File: src/iomc_consts.vh
// Constants for the IO module command master
`ifndef IOMC_CONSTS_VH
`define IOMC_CONSTS_VH

// Command register block, word addresses
`define IOMC_OFS_CODE      16'h1F3F
`define IOMC_OFS_NBYTES    16'h1F40
`define IOMC_OFS_DEST      16'h1F41
`define IOMC_OFS_SECURITY  16'h1F42
`define IOMC_OFS_PW_HI     16'h1F43
`define IOMC_OFS_PW_LO     16'h1F44
`define IOMC_OFS_ARG0      16'h1F45
`define IOMC_OFS_ARG1      16'h1F46

// Generic command codes
`define IOMC_CMD_OUT_STATE   16'h0688
`define IOMC_CMD_ALARM_RST   16'hA08B
`define IOMC_CMD_SIMPLE_EN   16'hA08C
`define IOMC_CMD_LATCH_ACK   16'hA08E
`define IOMC_CMD_AIN_MINMAX  16'hA78A
// Application command codes
`define IOMC_CMD_CRADLE_CNT  16'hA188
`define IOMC_CMD_REGREASE    16'hA189
`define IOMC_CMD_LIGHT       16'hA488
`define IOMC_CMD_LOAD        16'hA588
`define IOMC_CMD_PULSE_CNT   16'hA788
`define IOMC_CMD_TEMP_CNT    16'hA789

// Parameter byte counts
`define IOMC_NB_OUT_STATE    8'h0D
`define IOMC_NB_ALARM_RST    8'h0A
`define IOMC_NB_SIMPLE_EN    8'h0B
`define IOMC_NB_LATCH_ACK    8'h0B
`define IOMC_NB_AIN_MINMAX   8'h0A
`define IOMC_NB_CRADLE_CNT   8'h10
`define IOMC_NB_REGREASE     8'h12
`define IOMC_NB_LIGHT        8'h0D
`define IOMC_NB_BASE         8'h0A

// Parameter word counts following the password
`define IOMC_NW_OUT_STATE    3'h2
`define IOMC_NW_SIMPLE_EN    3'h1
`define IOMC_NW_LATCH_ACK    3'h1
`define IOMC_NW_CRADLE_CNT   3'h3
`define IOMC_NW_REGREASE     3'h4
`define IOMC_NW_LIGHT        3'h2
`define IOMC_NW_MAX          3'h4

// Destination and security words
`define IOMC_DEST_MOD1       16'h2001
`define IOMC_DEST_MOD2       16'h2101
`define IOMC_SECURITY_TYPE   16'h0001

// Argument values
`define IOMC_OUT_OFF         16'h0000
`define IOMC_OUT_ON          16'h0100
`define IOMC_OUT_NUM_MIN     2'h1
`define IOMC_OUT_NUM_MAX     2'h3
`define IOMC_LATCH_MIN       8'h01
`define IOMC_LATCH_MAX       8'h03
`define IOMC_LATCH_ALL       8'hFF

// Application configuration mask bits
`define IOMC_APP_CRADLE      3'h0
`define IOMC_APP_LIGHT       3'h1
`define IOMC_APP_LOAD        3'h2
`define IOMC_APP_PULSE       3'h3
`define IOMC_APP_COOLING     3'h4
`define IOMC_APP_W           5

// Result kinds
`define IOMC_RES_OK          2'h0
`define IOMC_RES_DEV_ERR     2'h1
`define IOMC_RES_REJECT      2'h2
`define IOMC_RES_TIMEOUT     2'h3

// Timing
`define IOMC_CLK_MHZ         200
`define IOMC_RSP_TIMEOUT_US  1000

`endif

File: src/iomc_cmd_master.v
// Host controller writing the IO module command register block
//
// What this block does
// - Generic codes 1672 output state, 41099 alarm reset, 41100 simple enable.
// - Generic codes 41102 latched acknowledge, 42890 analog min/max reset.
// - Application codes 41352 cradle counters, 41353 regrease timers, 42120 light.
// - Application codes 42376 load, 42888 pulse counter, 42889 temperature counter.
// - Code goes to word 0x1F3F, byte count to 0x1F40; output change uses 13.
// - Destination word 0x1F41: 8193 first module, 8449 second module.
// - Security type word 0x1F42 always written as 1.
// - Password occupies words 0x1F43 and 0x1F44 for every command.
// - Output number 1..3 in 0x1F45; 0x0000 in 0x1F46 turns it off.
// - Alarm reset declares ten bytes and sends no parameter words.
// - Simple enable uses eleven bytes; high byte 1 enables, 0 disables.
`timescale 1ns/1ps
`include "iomc_consts.vh"

module iomc_cmd_master #(
  parameter [31:0] RSP_TIMEOUT_CYC = `IOMC_RSP_TIMEOUT_US * `IOMC_CLK_MHZ
) (
  input  wire                    ref_clk,
  input  wire                    arst_n,
  input  wire                    clk_en,
  input  wire                    cmd_valid,
  output reg                     cmd_ready_q,
  input  wire [15:0]             cmd_code,
  input  wire                    cmd_module,
  input  wire [31:0]             cmd_password,
  input  wire [7:0]              cmd_nbytes,
  input  wire [1:0]              cmd_out_num,
  input  wire                    cmd_out_on,
  input  wire                    cmd_simple_en,
  input  wire [7:0]              cmd_latch_sel,
  input  wire [63:0]             cmd_raw_args,
  input  wire [`IOMC_APP_W-1:0]  app_cfg,
  output reg                     res_valid_q,
  output reg  [1:0]              res_kind_q,
  output reg  [15:0]             res_err_code_q,
  output reg                     dev_wr_q,
  output reg  [15:0]             dev_addr_q,
  output reg  [15:0]             dev_wdata_q,
  input  wire                    dev_accept,
  input  wire                    dev_rsp_valid,
  input  wire                    dev_rsp_err,
  input  wire [15:0]             dev_rsp_code
);

  localparam [1:0] S_IDLE  = 2'h0;
  localparam [1:0] S_WRITE = 2'h1;
  localparam [1:0] S_WAIT  = 2'h2;
  localparam [1:0] S_DONE  = 2'h3;

  wire        known;
  wire        app_ok;
  wire [7:0]  nbytes;
  wire [2:0]  nwords;
  wire [63:0] args;
  wire        args_ok;

  iomc_code_check u_check (
    .code        (cmd_code),
    .app_cfg     (app_cfg),
    .user_nbytes (cmd_nbytes),
    .known       (known),
    .app_ok      (app_ok),
    .nbytes      (nbytes),
    .nwords      (nwords)
  );

  iomc_arg_pack u_pack (
    .code      (cmd_code),
    .out_num   (cmd_out_num),
    .out_on    (cmd_out_on),
    .simple_en (cmd_simple_en),
    .latch_sel (cmd_latch_sel),
    .raw_args  (cmd_raw_args),
    .args      (args),
    .args_ok   (args_ok)
  );

  reg  [1:0]  state_q;
  reg  [3:0]  idx_q;
  reg  [3:0]  last_q;
  reg  [15:0] code_q;
  reg  [7:0]  nbytes_q;
  reg         module_q;
  reg  [31:0] pw_q;
  reg  [63:0] args_q;
  reg  [17:0] tmo_q;

  wire take = cmd_valid && cmd_ready_q;
  // host side screening before any write
  wire cmd_ok = known && app_ok && args_ok;

  // Word for slot i of the block; slots run from the code word upward
  function [15:0] word_at;
    input [3:0]  i;
    input [15:0] code;
    input [7:0]  nb;
    input        modsel;
    input [31:0] pw;
    input [63:0] a;
    begin
      case (i)
        4'h0: word_at = code;
        4'h1: word_at = {8'h00, nb};
        4'h2: word_at = modsel ? `IOMC_DEST_MOD2 : `IOMC_DEST_MOD1;
        4'h3: word_at = `IOMC_SECURITY_TYPE;
        4'h4: word_at = pw[31:16];
        4'h5: word_at = pw[15:0];
        4'h6: word_at = a[15:0];
        4'h7: word_at = a[31:16];
        4'h8: word_at = a[47:32];
        4'h9: word_at = a[63:48];
        default: word_at = 16'h0000;
      endcase
    end
  endfunction

  wire [3:0]  idx_nx  = idx_q + 4'h1;
  wire [15:0] word_nx = word_at(idx_nx, code_q, nbytes_q, module_q, pw_q, args_q);
  wire        tmo_hit = ({14'h0000, tmo_q} >= RSP_TIMEOUT_CYC - 32'h0000_0001);

  always @(posedge ref_clk or negedge arst_n)
  begin
    if (!arst_n)
    begin
      state_q        <= S_IDLE;
      cmd_ready_q    <= 1'b0;
      res_valid_q    <= 1'b0;
      res_kind_q     <= `IOMC_RES_OK;
      res_err_code_q <= 16'h0000;
      dev_wr_q       <= 1'b0;
      dev_addr_q     <= 16'h0000;
      dev_wdata_q    <= 16'h0000;
      idx_q          <= 4'h0;
      last_q         <= 4'h0;
      code_q         <= 16'h0000;
      nbytes_q       <= 8'h00;
      module_q       <= 1'b0;
      pw_q           <= 32'h0000_0000;
      args_q         <= 64'h0000_0000_0000_0000;
      tmo_q          <= 18'h0_0000;
    end
    else if (clk_en)
    begin
      res_valid_q <= 1'b0;
      case (state_q)
        S_IDLE:
        begin
          cmd_ready_q <= 1'b1;
          if (take)
          begin
            cmd_ready_q <= 1'b0;
            code_q      <= cmd_code;
            nbytes_q    <= nbytes;
            module_q    <= cmd_module;
            pw_q        <= cmd_password;
            args_q      <= args;
            // zero words leaves last slot at the password
            last_q      <= 4'h5 + {1'b0, nwords};
            idx_q       <= 4'h0;
            if (cmd_ok)
            begin
              state_q     <= S_WRITE;
              dev_wr_q    <= 1'b1;
              dev_addr_q  <= `IOMC_OFS_CODE;
              dev_wdata_q <= cmd_code;
            end
            else
            begin
              state_q        <= S_DONE;
              res_valid_q    <= 1'b1;
              res_kind_q     <= `IOMC_RES_REJECT;
              res_err_code_q <= 16'h0000;
            end
          end
        end
        S_WRITE:
        begin
          // Word held until the device takes it
          if (dev_accept)
          begin
            if (idx_q == last_q)
            begin
              dev_wr_q <= 1'b0;
              tmo_q    <= 18'h0_0000;
              state_q  <= S_WAIT;
            end
            else
            begin
              idx_q       <= idx_nx;
              dev_addr_q  <= dev_addr_q + 16'h0001;
              dev_wdata_q <= word_nx;
            end
          end
        end
        S_WAIT:
        begin
          tmo_q <= tmo_q + 18'h0_0001;
          if (dev_rsp_valid)
          begin
            state_q        <= S_DONE;
            res_valid_q    <= 1'b1;
            res_kind_q     <= dev_rsp_err ? `IOMC_RES_DEV_ERR : `IOMC_RES_OK;
            res_err_code_q <= dev_rsp_err ? dev_rsp_code : 16'h0000;
          end
          else if (tmo_hit)
          begin
            // A silent device must not hang the user port
            state_q        <= S_DONE;
            res_valid_q    <= 1'b1;
            res_kind_q     <= `IOMC_RES_TIMEOUT;
            res_err_code_q <= 16'h0000;
          end
        end
        default:
        begin
          state_q     <= S_IDLE;
          cmd_ready_q <= 1'b1;
        end
      endcase
    end
  end

endmodule // iomc_cmd_master

File: src/iomc_code_check.v
// Command code table: known codes, byte counts and parameter word counts
`timescale 1ns/1ps
`include "iomc_consts.vh"

module iomc_code_check (
  input  wire [15:0]            code,
  input  wire [`IOMC_APP_W-1:0] app_cfg,
  input  wire [7:0]             user_nbytes,
  output reg                    known,
  output reg                    app_ok,
  output reg  [7:0]             nbytes,
  output reg  [2:0]             nwords
);

  reg       is_app;
  reg [2:0] app_bit;
  reg [7:0] extra;

  always @*
  begin
    known   = 1'b1;
    is_app  = 1'b0;
    app_bit = 3'h0;
    nbytes  = `IOMC_NB_BASE;
    nwords  = 3'h0;
    extra   = 8'h00;
    case (code)
      `IOMC_CMD_OUT_STATE:
      begin
        nbytes = `IOMC_NB_OUT_STATE;
        nwords = `IOMC_NW_OUT_STATE;
      end
      `IOMC_CMD_ALARM_RST: nbytes = `IOMC_NB_ALARM_RST;
      `IOMC_CMD_SIMPLE_EN:
      begin
        nbytes = `IOMC_NB_SIMPLE_EN;
        nwords = `IOMC_NW_SIMPLE_EN;
      end
      `IOMC_CMD_LATCH_ACK:
      begin
        nbytes = `IOMC_NB_LATCH_ACK;
        nwords = `IOMC_NW_LATCH_ACK;
      end
      `IOMC_CMD_AIN_MINMAX: nbytes = `IOMC_NB_AIN_MINMAX;
      `IOMC_CMD_CRADLE_CNT:
      begin
        is_app = 1'b1;
        nbytes = `IOMC_NB_CRADLE_CNT;
        nwords = `IOMC_NW_CRADLE_CNT;
      end
      `IOMC_CMD_REGREASE:
      begin
        is_app = 1'b1;
        nbytes = `IOMC_NB_REGREASE;
        nwords = `IOMC_NW_REGREASE;
      end
      `IOMC_CMD_LIGHT:
      begin
        is_app  = 1'b1;
        app_bit = `IOMC_APP_LIGHT;
        nbytes  = `IOMC_NB_LIGHT;
        nwords  = `IOMC_NW_LIGHT;
      end
      `IOMC_CMD_LOAD, `IOMC_CMD_PULSE_CNT, `IOMC_CMD_TEMP_CNT:
      begin
        is_app  = 1'b1;
        app_bit = (code == `IOMC_CMD_LOAD) ? `IOMC_APP_LOAD :
                  (code == `IOMC_CMD_PULSE_CNT) ? `IOMC_APP_PULSE : `IOMC_APP_COOLING;
        nbytes  = user_nbytes;
        extra   = user_nbytes - `IOMC_NB_BASE;
        // Odd byte counts round up to a whole word
        nwords  = (user_nbytes < `IOMC_NB_BASE) ? 3'h0 :
                  (extra > 8'h08) ? `IOMC_NW_MAX : extra[3:1] + {2'b00, extra[0]};
        known   = (user_nbytes >= `IOMC_NB_BASE) && (extra <= 8'h08);
      end
      default: known = 1'b0;
    endcase
    app_ok = !is_app || app_cfg[app_bit];
  end

endmodule // iomc_code_check

File: src/iomc_arg_pack.v
// Builds the parameter words for generic commands, raw words otherwise
`timescale 1ns/1ps
`include "iomc_consts.vh"

module iomc_arg_pack (
  input  wire [15:0] code,
  input  wire [1:0]  out_num,
  input  wire        out_on,
  input  wire        simple_en,
  input  wire [7:0]  latch_sel,
  input  wire [63:0] raw_args,
  output wire [63:0] args,
  output wire        args_ok
);

  wire is_out   = (code == `IOMC_CMD_OUT_STATE);
  wire is_simp  = (code == `IOMC_CMD_SIMPLE_EN);
  wire is_latch = (code == `IOMC_CMD_LATCH_ACK);

  wire [15:0] packed_w [0:3];
  assign packed_w[0] = is_out ? {14'h0000, out_num} :
                       // enable in high byte, low byte zero
                       is_simp ? {7'h00, simple_en, 8'h00} :
                       {latch_sel, 8'h00};
  assign packed_w[1] = out_on ? `IOMC_OUT_ON : `IOMC_OUT_OFF;
  assign packed_w[2] = 16'h0000;
  assign packed_w[3] = 16'h0000;

  genvar i;
  generate
    for (i = 0; i < 4; i = i + 1)
    begin : g_word
      assign args[16*i+15:16*i] = (is_out || is_simp || is_latch) ? packed_w[i] : raw_args[16*i+15:16*i];
    end
  endgenerate

  assign args_ok = is_out ? (out_num >= `IOMC_OUT_NUM_MIN && out_num <= `IOMC_OUT_NUM_MAX) :
                   is_latch ? ((latch_sel >= `IOMC_LATCH_MIN && latch_sel <= `IOMC_LATCH_MAX) ||
                               latch_sel == `IOMC_LATCH_ALL) :
                   1'b1;

endmodule // iomc_arg_pack

File: config.mk
export PLATFORM = sky130hd
export DESIGN_NAME = iomc_cmd_master
export DESIGN_NICKNAME = d
export VERILOG_FILES = /design/src/iomc_cmd_master.v /design/src/iomc_code_check.v /design/src/iomc_arg_pack.v
export VERILOG_INCLUDE_DIRS = /design/src
export SDC_FILE = /design/constraint.sdc
export NUM_CORES = 1
export LEC_CHECK = 0
export BUFFER_PORTS_ARGS = -buffer_cell sky130_fd_sc_hd__buf_2
export CORE_ASPECT_RATIO = 1.5
export CORE_MARGIN = 2
export CORE_UTILIZATION = 35
export CTS_CLUSTER_DIAMETER = 30
export DETAILED_ROUTE_END_ITERATION = 10
export RECOVER_POWER = 100
export REMOVE_ABC_BUFFERS = 1
export SLEW_MARGIN = 15
export SYNTH_ARGS = -nofsm -noshare
export SYNTH_HDL_FRONTEND = slang
export SYNTH_HIERARCHICAL = 1
export SYNTH_SLANG_ARGS = --single-unit
File: constraint.sdc
create_clock -name ref_clk -period 2.6 [get_ports ref_clk]
set_input_delay 0.52 -clock ref_clk [delete_from_list [all_inputs] [get_ports ref_clk]]
set_output_delay 0.52 -clock ref_clk [all_outputs]
set_load 0.05 [all_outputs]
Word level (Yosys, flattened, before mapping). Cells that the tools add are included.

Input bits: 161. Output and inout port bits: 53. Word-level logic and storage cells: 163. Register bits after elaboration: 202.

Muxes and demuxes: 69. Bitwise operators: 1. Add/subtract/negate cells: 6. Order comparisons: 10. Equal/unequal tests: 31. Reduce and logical (&&, ||, !) cells: 30.

Operator list (count): $mux 16 (19); $eq 16x16->1 const B (10); $pmux 16 s10 (1); $pmux 16 s2 (3); $pmux 8 s5 (1); $mux 18 (2); $pmux 18 s2 (1); $add 18x1->18 const B (1); $ge 18x18->1 const B (1); $mux 2 (9); $mux 9 (2); $add 16x1->16 const B (1); $eq 16x11->1 const B (1); $eq 4x3->1 const B (4); $pmux 3 s5 (1); $reduce_and 5->1 (3); $mux 1 (14); $mux 3 (4); $mux 4 (3); $ne 2x2->1 const B (6); $reduce_and 6->1 (2); $eq 4x2->1 const B (2); $eq 4x4->1 const B (2); $eq 8x8->1 const B (1); 38 further kinds (53).

Logic depth before layout (Yosys ltp).
Depth after elaboration: 12. Depth in mapped cells: 14. Gate-level depth less buffers: 13.

Modules after synthesis. The synthesis kept the hierarchy.

Modules (own cells, without submodules): iomc_cmd_master (instances 1, sequential area each 5054.8 um^2, cells each 891, area each 9990.8 um^2); iomc_arg_pack (instances 1, sequential area each 0.0 um^2, cells each 96, area each 651.9 um^2); iomc_code_check (instances 1, sequential area each 0.0 um^2, cells each 82, area each 583.1 um^2).

Least setup slack after synthesis. OpenSTA, ideal clock, no wires.

Kind: input to register. Start: input cmd_code[11]. End: register dev_wdata_q[7]. Setup time: 0.126 ns. Data arrival time: 2.997 ns. Buffers on the path: 1. Stages: 12. Data required time: 2.474 ns. Path slack: -0.523 ns. Path through: or3_4 or4_1 nor3_1 o32a_1 o21ai_1 and3_1 o2111ai_1 nor2_1 nand3_1 buf_2 a31oi_1 a221o_1.

Longest elaborated chain between the ends: 11. Elaborated cells between the ends (all ways): 29. Those cells by class: eq/ne (12); mux (9); reduce/logical (8).

RTL lines: start, declared (RTL line iomc_cmd_master.v:26) `input wire [15:0] cmd_code,`; $eq 16x16->1 (RTL line iomc_code_check.v:27) `case (code)`; $mux 3 (no line) (2 in a row); $pmux 3 s2 (RTL line iomc_code_check.v:27); $bmux 1 s3 (RTL line iomc_code_check.v:78) `app_ok = !is_app || app_cfg[app_bit];`; $mux 1 (implied by the code) (RTL line iomc_code_check.v:78); $logic_or 1x1->1 (*) (RTL line iomc_code_check.v:78); via app_ok (RTL line iomc_cmd_master.v:54) `wire app_ok;`; $logic_and 1x1->1 (*) (2 in a row) (RTL line iomc_cmd_master.v:93) `wire cmd_ok = known && app_ok && args_ok;`; $ne 2x2->1 (no line) (*); $reduce_and 6->1 (no line) (*); end signal, assigned (RTL line iomc_cmd_master.v:168) `dev_wdata_q <= cmd_code;`; end signal, assigned (RTL line iomc_cmd_master.v:194) `dev_wdata_q <= word_nx;`; end, declared (RTL line iomc_cmd_master.v:41) `output reg [15:0] dev_wdata_q,`.

The timed path passes the listed nets; every way through them passes the cells marked *. The select of a mux whose other input is x is not followed. A chain may end at the register's enable or synchronous reset.

Final worst setup path.
Start: input cmd_code[12]. End: register res_kind_q[0].

Longest elaborated chain between the ends: 11. Elaborated cells between the ends (all ways): 29. Those cells by class: eq/ne (12); mux (9); reduce/logical (8).

RTL lines: $eq 16x16->1 (RTL line iomc_code_check.v:27); $mux 3 (no line) (2 in a row); $pmux 3 s2 (RTL line iomc_code_check.v:27); $bmux 1 s3 (RTL line iomc_code_check.v:78); $mux 1 (implied by the code) (RTL line iomc_code_check.v:78); $logic_or 1x1->1 (*) (RTL line iomc_code_check.v:78); via app_ok (RTL line iomc_cmd_master.v:54); $logic_and 1x1->1 (*) (2 in a row) (RTL line iomc_cmd_master.v:93); $ne 2x2->1 (no line) (*); $reduce_and 5->1 (no line) (*); end signal, assigned (RTL line iomc_cmd_master.v:131) `` res_kind_q <= `IOMC_RES_OK; ``; end signal, assigned (RTL line iomc_cmd_master.v:174) `` res_kind_q <= `IOMC_RES_REJECT; ``; end signal, assigned (RTL line iomc_cmd_master.v:205) `` res_kind_q <= dev_rsp_err ? `IOMC_RES_DEV_ERR : `IOMC_RES_OK; ``; end, declared (RTL line iomc_cmd_master.v:37) `output reg [1:0] res_kind_q,`.

Marks and branches as above.

==> flow_summary.toml <==
[outcome]
status = "complete, but fails checks"
violations = "max-capacitance violations, max-slew violations, negative setup slack"

[global_routing]
grt_pass1_vias = 10100
grt_overflow = 0
track_usage_pct = 20.8
grt_first_pass_wirelength_mm = 54.2
grt_max_degree = 68
antenna_found_initial = 2

[place]
place_congestion = 0.894
port_buffers = 213
dp_hpwl_mm = 26.0
dp_cells = 1761

[floorplanning]
die_h_microns = 223
start_util_pct = 35.4
core_area_sq_um = 31700
die_x_microns = 150
dieArea_sq_um = 33600
num_rows = 80
io_pins = 214

[layout]
finalNetCount = 1575
stdcell_count = 1838
fill_cells = 2998
drive_gt1_share_pct = 38.5
multi_input_comb_area_sq_um = 5830
final_core_util_pct = 47.7
area_growth_pct = 34.8
seq_area_sq_um = 5060

[routing]
viasPerCell = 5.38
wirelength_mm = 35.1
route.detailed.drc = 0
vias = 9882
first_pass_iters = 6
wire_per_inst_microns = 19.1
ant_nets = 0
drtIter0Drc = 504

[critical_path]
reg2reg_slack_ns = 0.17
crit_type = "input pin to flop"
worstSetupEndpointType = "flop"
cp.required_ns = 3.00
rr_endpoint = "dev_wdata_q[1]"
rr_worst_depth = 9
worstSetupStartpointType = "input pin"
cp_data_arrival_time_ns = 3.02
setup.worst_path.end = "res_kind_q[0]"
crit_fanout = 3
crit_path_start = "cmd_code[12]"
r2r-start = "idx_q[0]"

[min_path]
worstHoldStart = "cmd_password[14]"
hp-class = "input pin to flop"

[logic_synthesis]
async_flop_share_pct = 100
syn_area_sq_um = 11200
ys_warn_count = 6
syn_area_per_cell_sq_um = 10.5
synth.most_common_cell = "dfrtp_1"
synth_edf_count = 0
synth_top_area_share_pct = 45.0
yosys.area.top_type = "dfrtp_1"
yosysUniqueCellTypes = 91
synth_common_cells = "dfrtp_1 (202), mux2_2 (124), nand2_1 (83), o21ai_0 (63), and2_1 (60)"
synth-seq-cells = 202
synth.area.top_cells = "dfrtp_1 (45%), mux2_2 (12%), and2_1 (3.3%)"
yosysSeqAreaShare_pct = 45.0
netlist_instances = 1069
synth_ff_type = "dfrtp_1"

[timing]
fin_skew_ns = 0.0199
fmax_ghz = 0.381
hold-worst-slack_ns = 0.223
final.setup.tns_ns = -0.0248
finalSetupViolCount = 1
maxSlewViolCount = 68
relSlewSlack_pct = -24.3
setup_ws_ns = -0.0248
fin_crit_sh_pct = 101
finalHoldViolCount = 0
rsz0062_at_grt = "true"
tightest_slew_ns = 1.86
timing.final.crit_period_ns = 2.62

[clock_tree]
cts_sinks = 202
clkLatencyLatePin_ns = 0.52
clockRootBuffer = "clkbuf_16"
hold_buffers = 0
clk_pin_slew_ns = 0.05
cts_max_level = 2
cts_tree = "yes"
clk_path_buf_depth = 3
cts_buffers = 39

[power]
finalPower_mw = 16.7
cellLeakagePower_nw = 6.78
p_per_area_nw_per_um2 = 1110
vdd_drop_max_v = 0.000794

[run]
drv_cap = 1
cells by family after synthesis:
kind of cell | after synthesis | share of synthesized area, %
mux | 144 | 14.2
simple gates | 333 | 16.3
fa+ha+maj | 16 | 1.78
flops | 202 | 45.0
compound gates | 252 | 16.6
buf+inv | 102 | 4.35
xor+xnor | 20 | 1.76
registers in the layout, indices dropped and copies added, names as in the netlist, 8 cells and up:
name and flops:
code_q 16, nbytes_q 8, pw_q 32, res_err_code_q 16
args_q 64, dev_addr_q 16, dev_wdata_q 16, tmo_q 18
report_power, final:
part	switching [mW]	total [mW]	internal, mW
clock network	1.71	5.28	3.57
logic	3.57	6.11	2.53
registers	0.930	5.36	4.43
total	6.22	16.7	10.5
layout by cell type (no fill, tap or decap), types with 38 or more instances in the layout:
master       n
dfrtp_1    201
buf_2      160
mux2_2     124
buf_4      121
nand2_1     83
and2_1      60
o21ai_0     57
clkbuf_1    54
nand3_1     40
clkbuf_16   40
nor2_1      38
metal layers:
| layer | up-vias | share of wire [%] | global-route usage, % |
|---|---|---|---|
| met4 | 2 | 4.6 | 10.2 |
| met5 | - | 0.037 | 0 |
| li1 | 4635 | - | - |
| met3 | 96 | 5.3 | 4.40 |
| met2 | 301 | 53 | 37.8 |
| met1 | 4848 | 37 | 22.6 |
through the flow:
step	area, sq um	setup slack (ns)
6_report	15100	-0.0248
5_1_grt	15100	-0.130
4_1_cts	15100	-0.00755
3_5_place_dp	13600	-0.764
3_3_place_gp	13600	-0.799
2_1_floorplan	10900	-3.20
worst min-delay path by stage:
| stage | depth (start not counted) | slack (ns) | end |
|---|---|---|---|
| after global routing | 2 | 0.21 | pw_q[20] |
| after detailed placement | 1 | 0.49 | nbytes_q[5] |
| after global placement | 1 | 0.49 | args_q[49] |
| after CTS | 1 | 0.03 | pw_q[27] |
| final | 2 | 0.22 | pw_q[14] |
| after floorplan | 0 | 0.22 | args_q[0] |
critical path, stage by stage:
cell      delay, ns
buf_2          0.12
or3_4          0.37
or4_4          0.43
nor3_2         0.13
o32a_1         0.17
o21ai_2        0.07
and3_4         0.20
buf_6          0.12
nor2_2         0.14
a21oi_2        0.06
a211oi_4       0.21
buf_12         0.16
mux2_2         0.32
area by class of cell:
| cell class | instances | area share [%] |
|---|---|---|
| Antenna cell | 1 | 0.0165 |
| Sequential cell | 202 | 33.4 |
| Inverter | 38 | 0.943 |
| Timing Repair Buffer | 352 | 14.5 |
| Clock buffer | 47 | 7.12 |
| Multi-Input combinational cell | 765 | 38.5 |
| Clock inverter | 23 | 2.09 |
| Tap cell | 410 | 3.39 |
what timing repair did:
action,in CTS,in global routing
cloned,1,1
pin swaps,9,17
endpoints found under the setup margin,48,48
buffers inserted,2,3
resized for setup,13,35
Power figures use the tool's default switching activity.
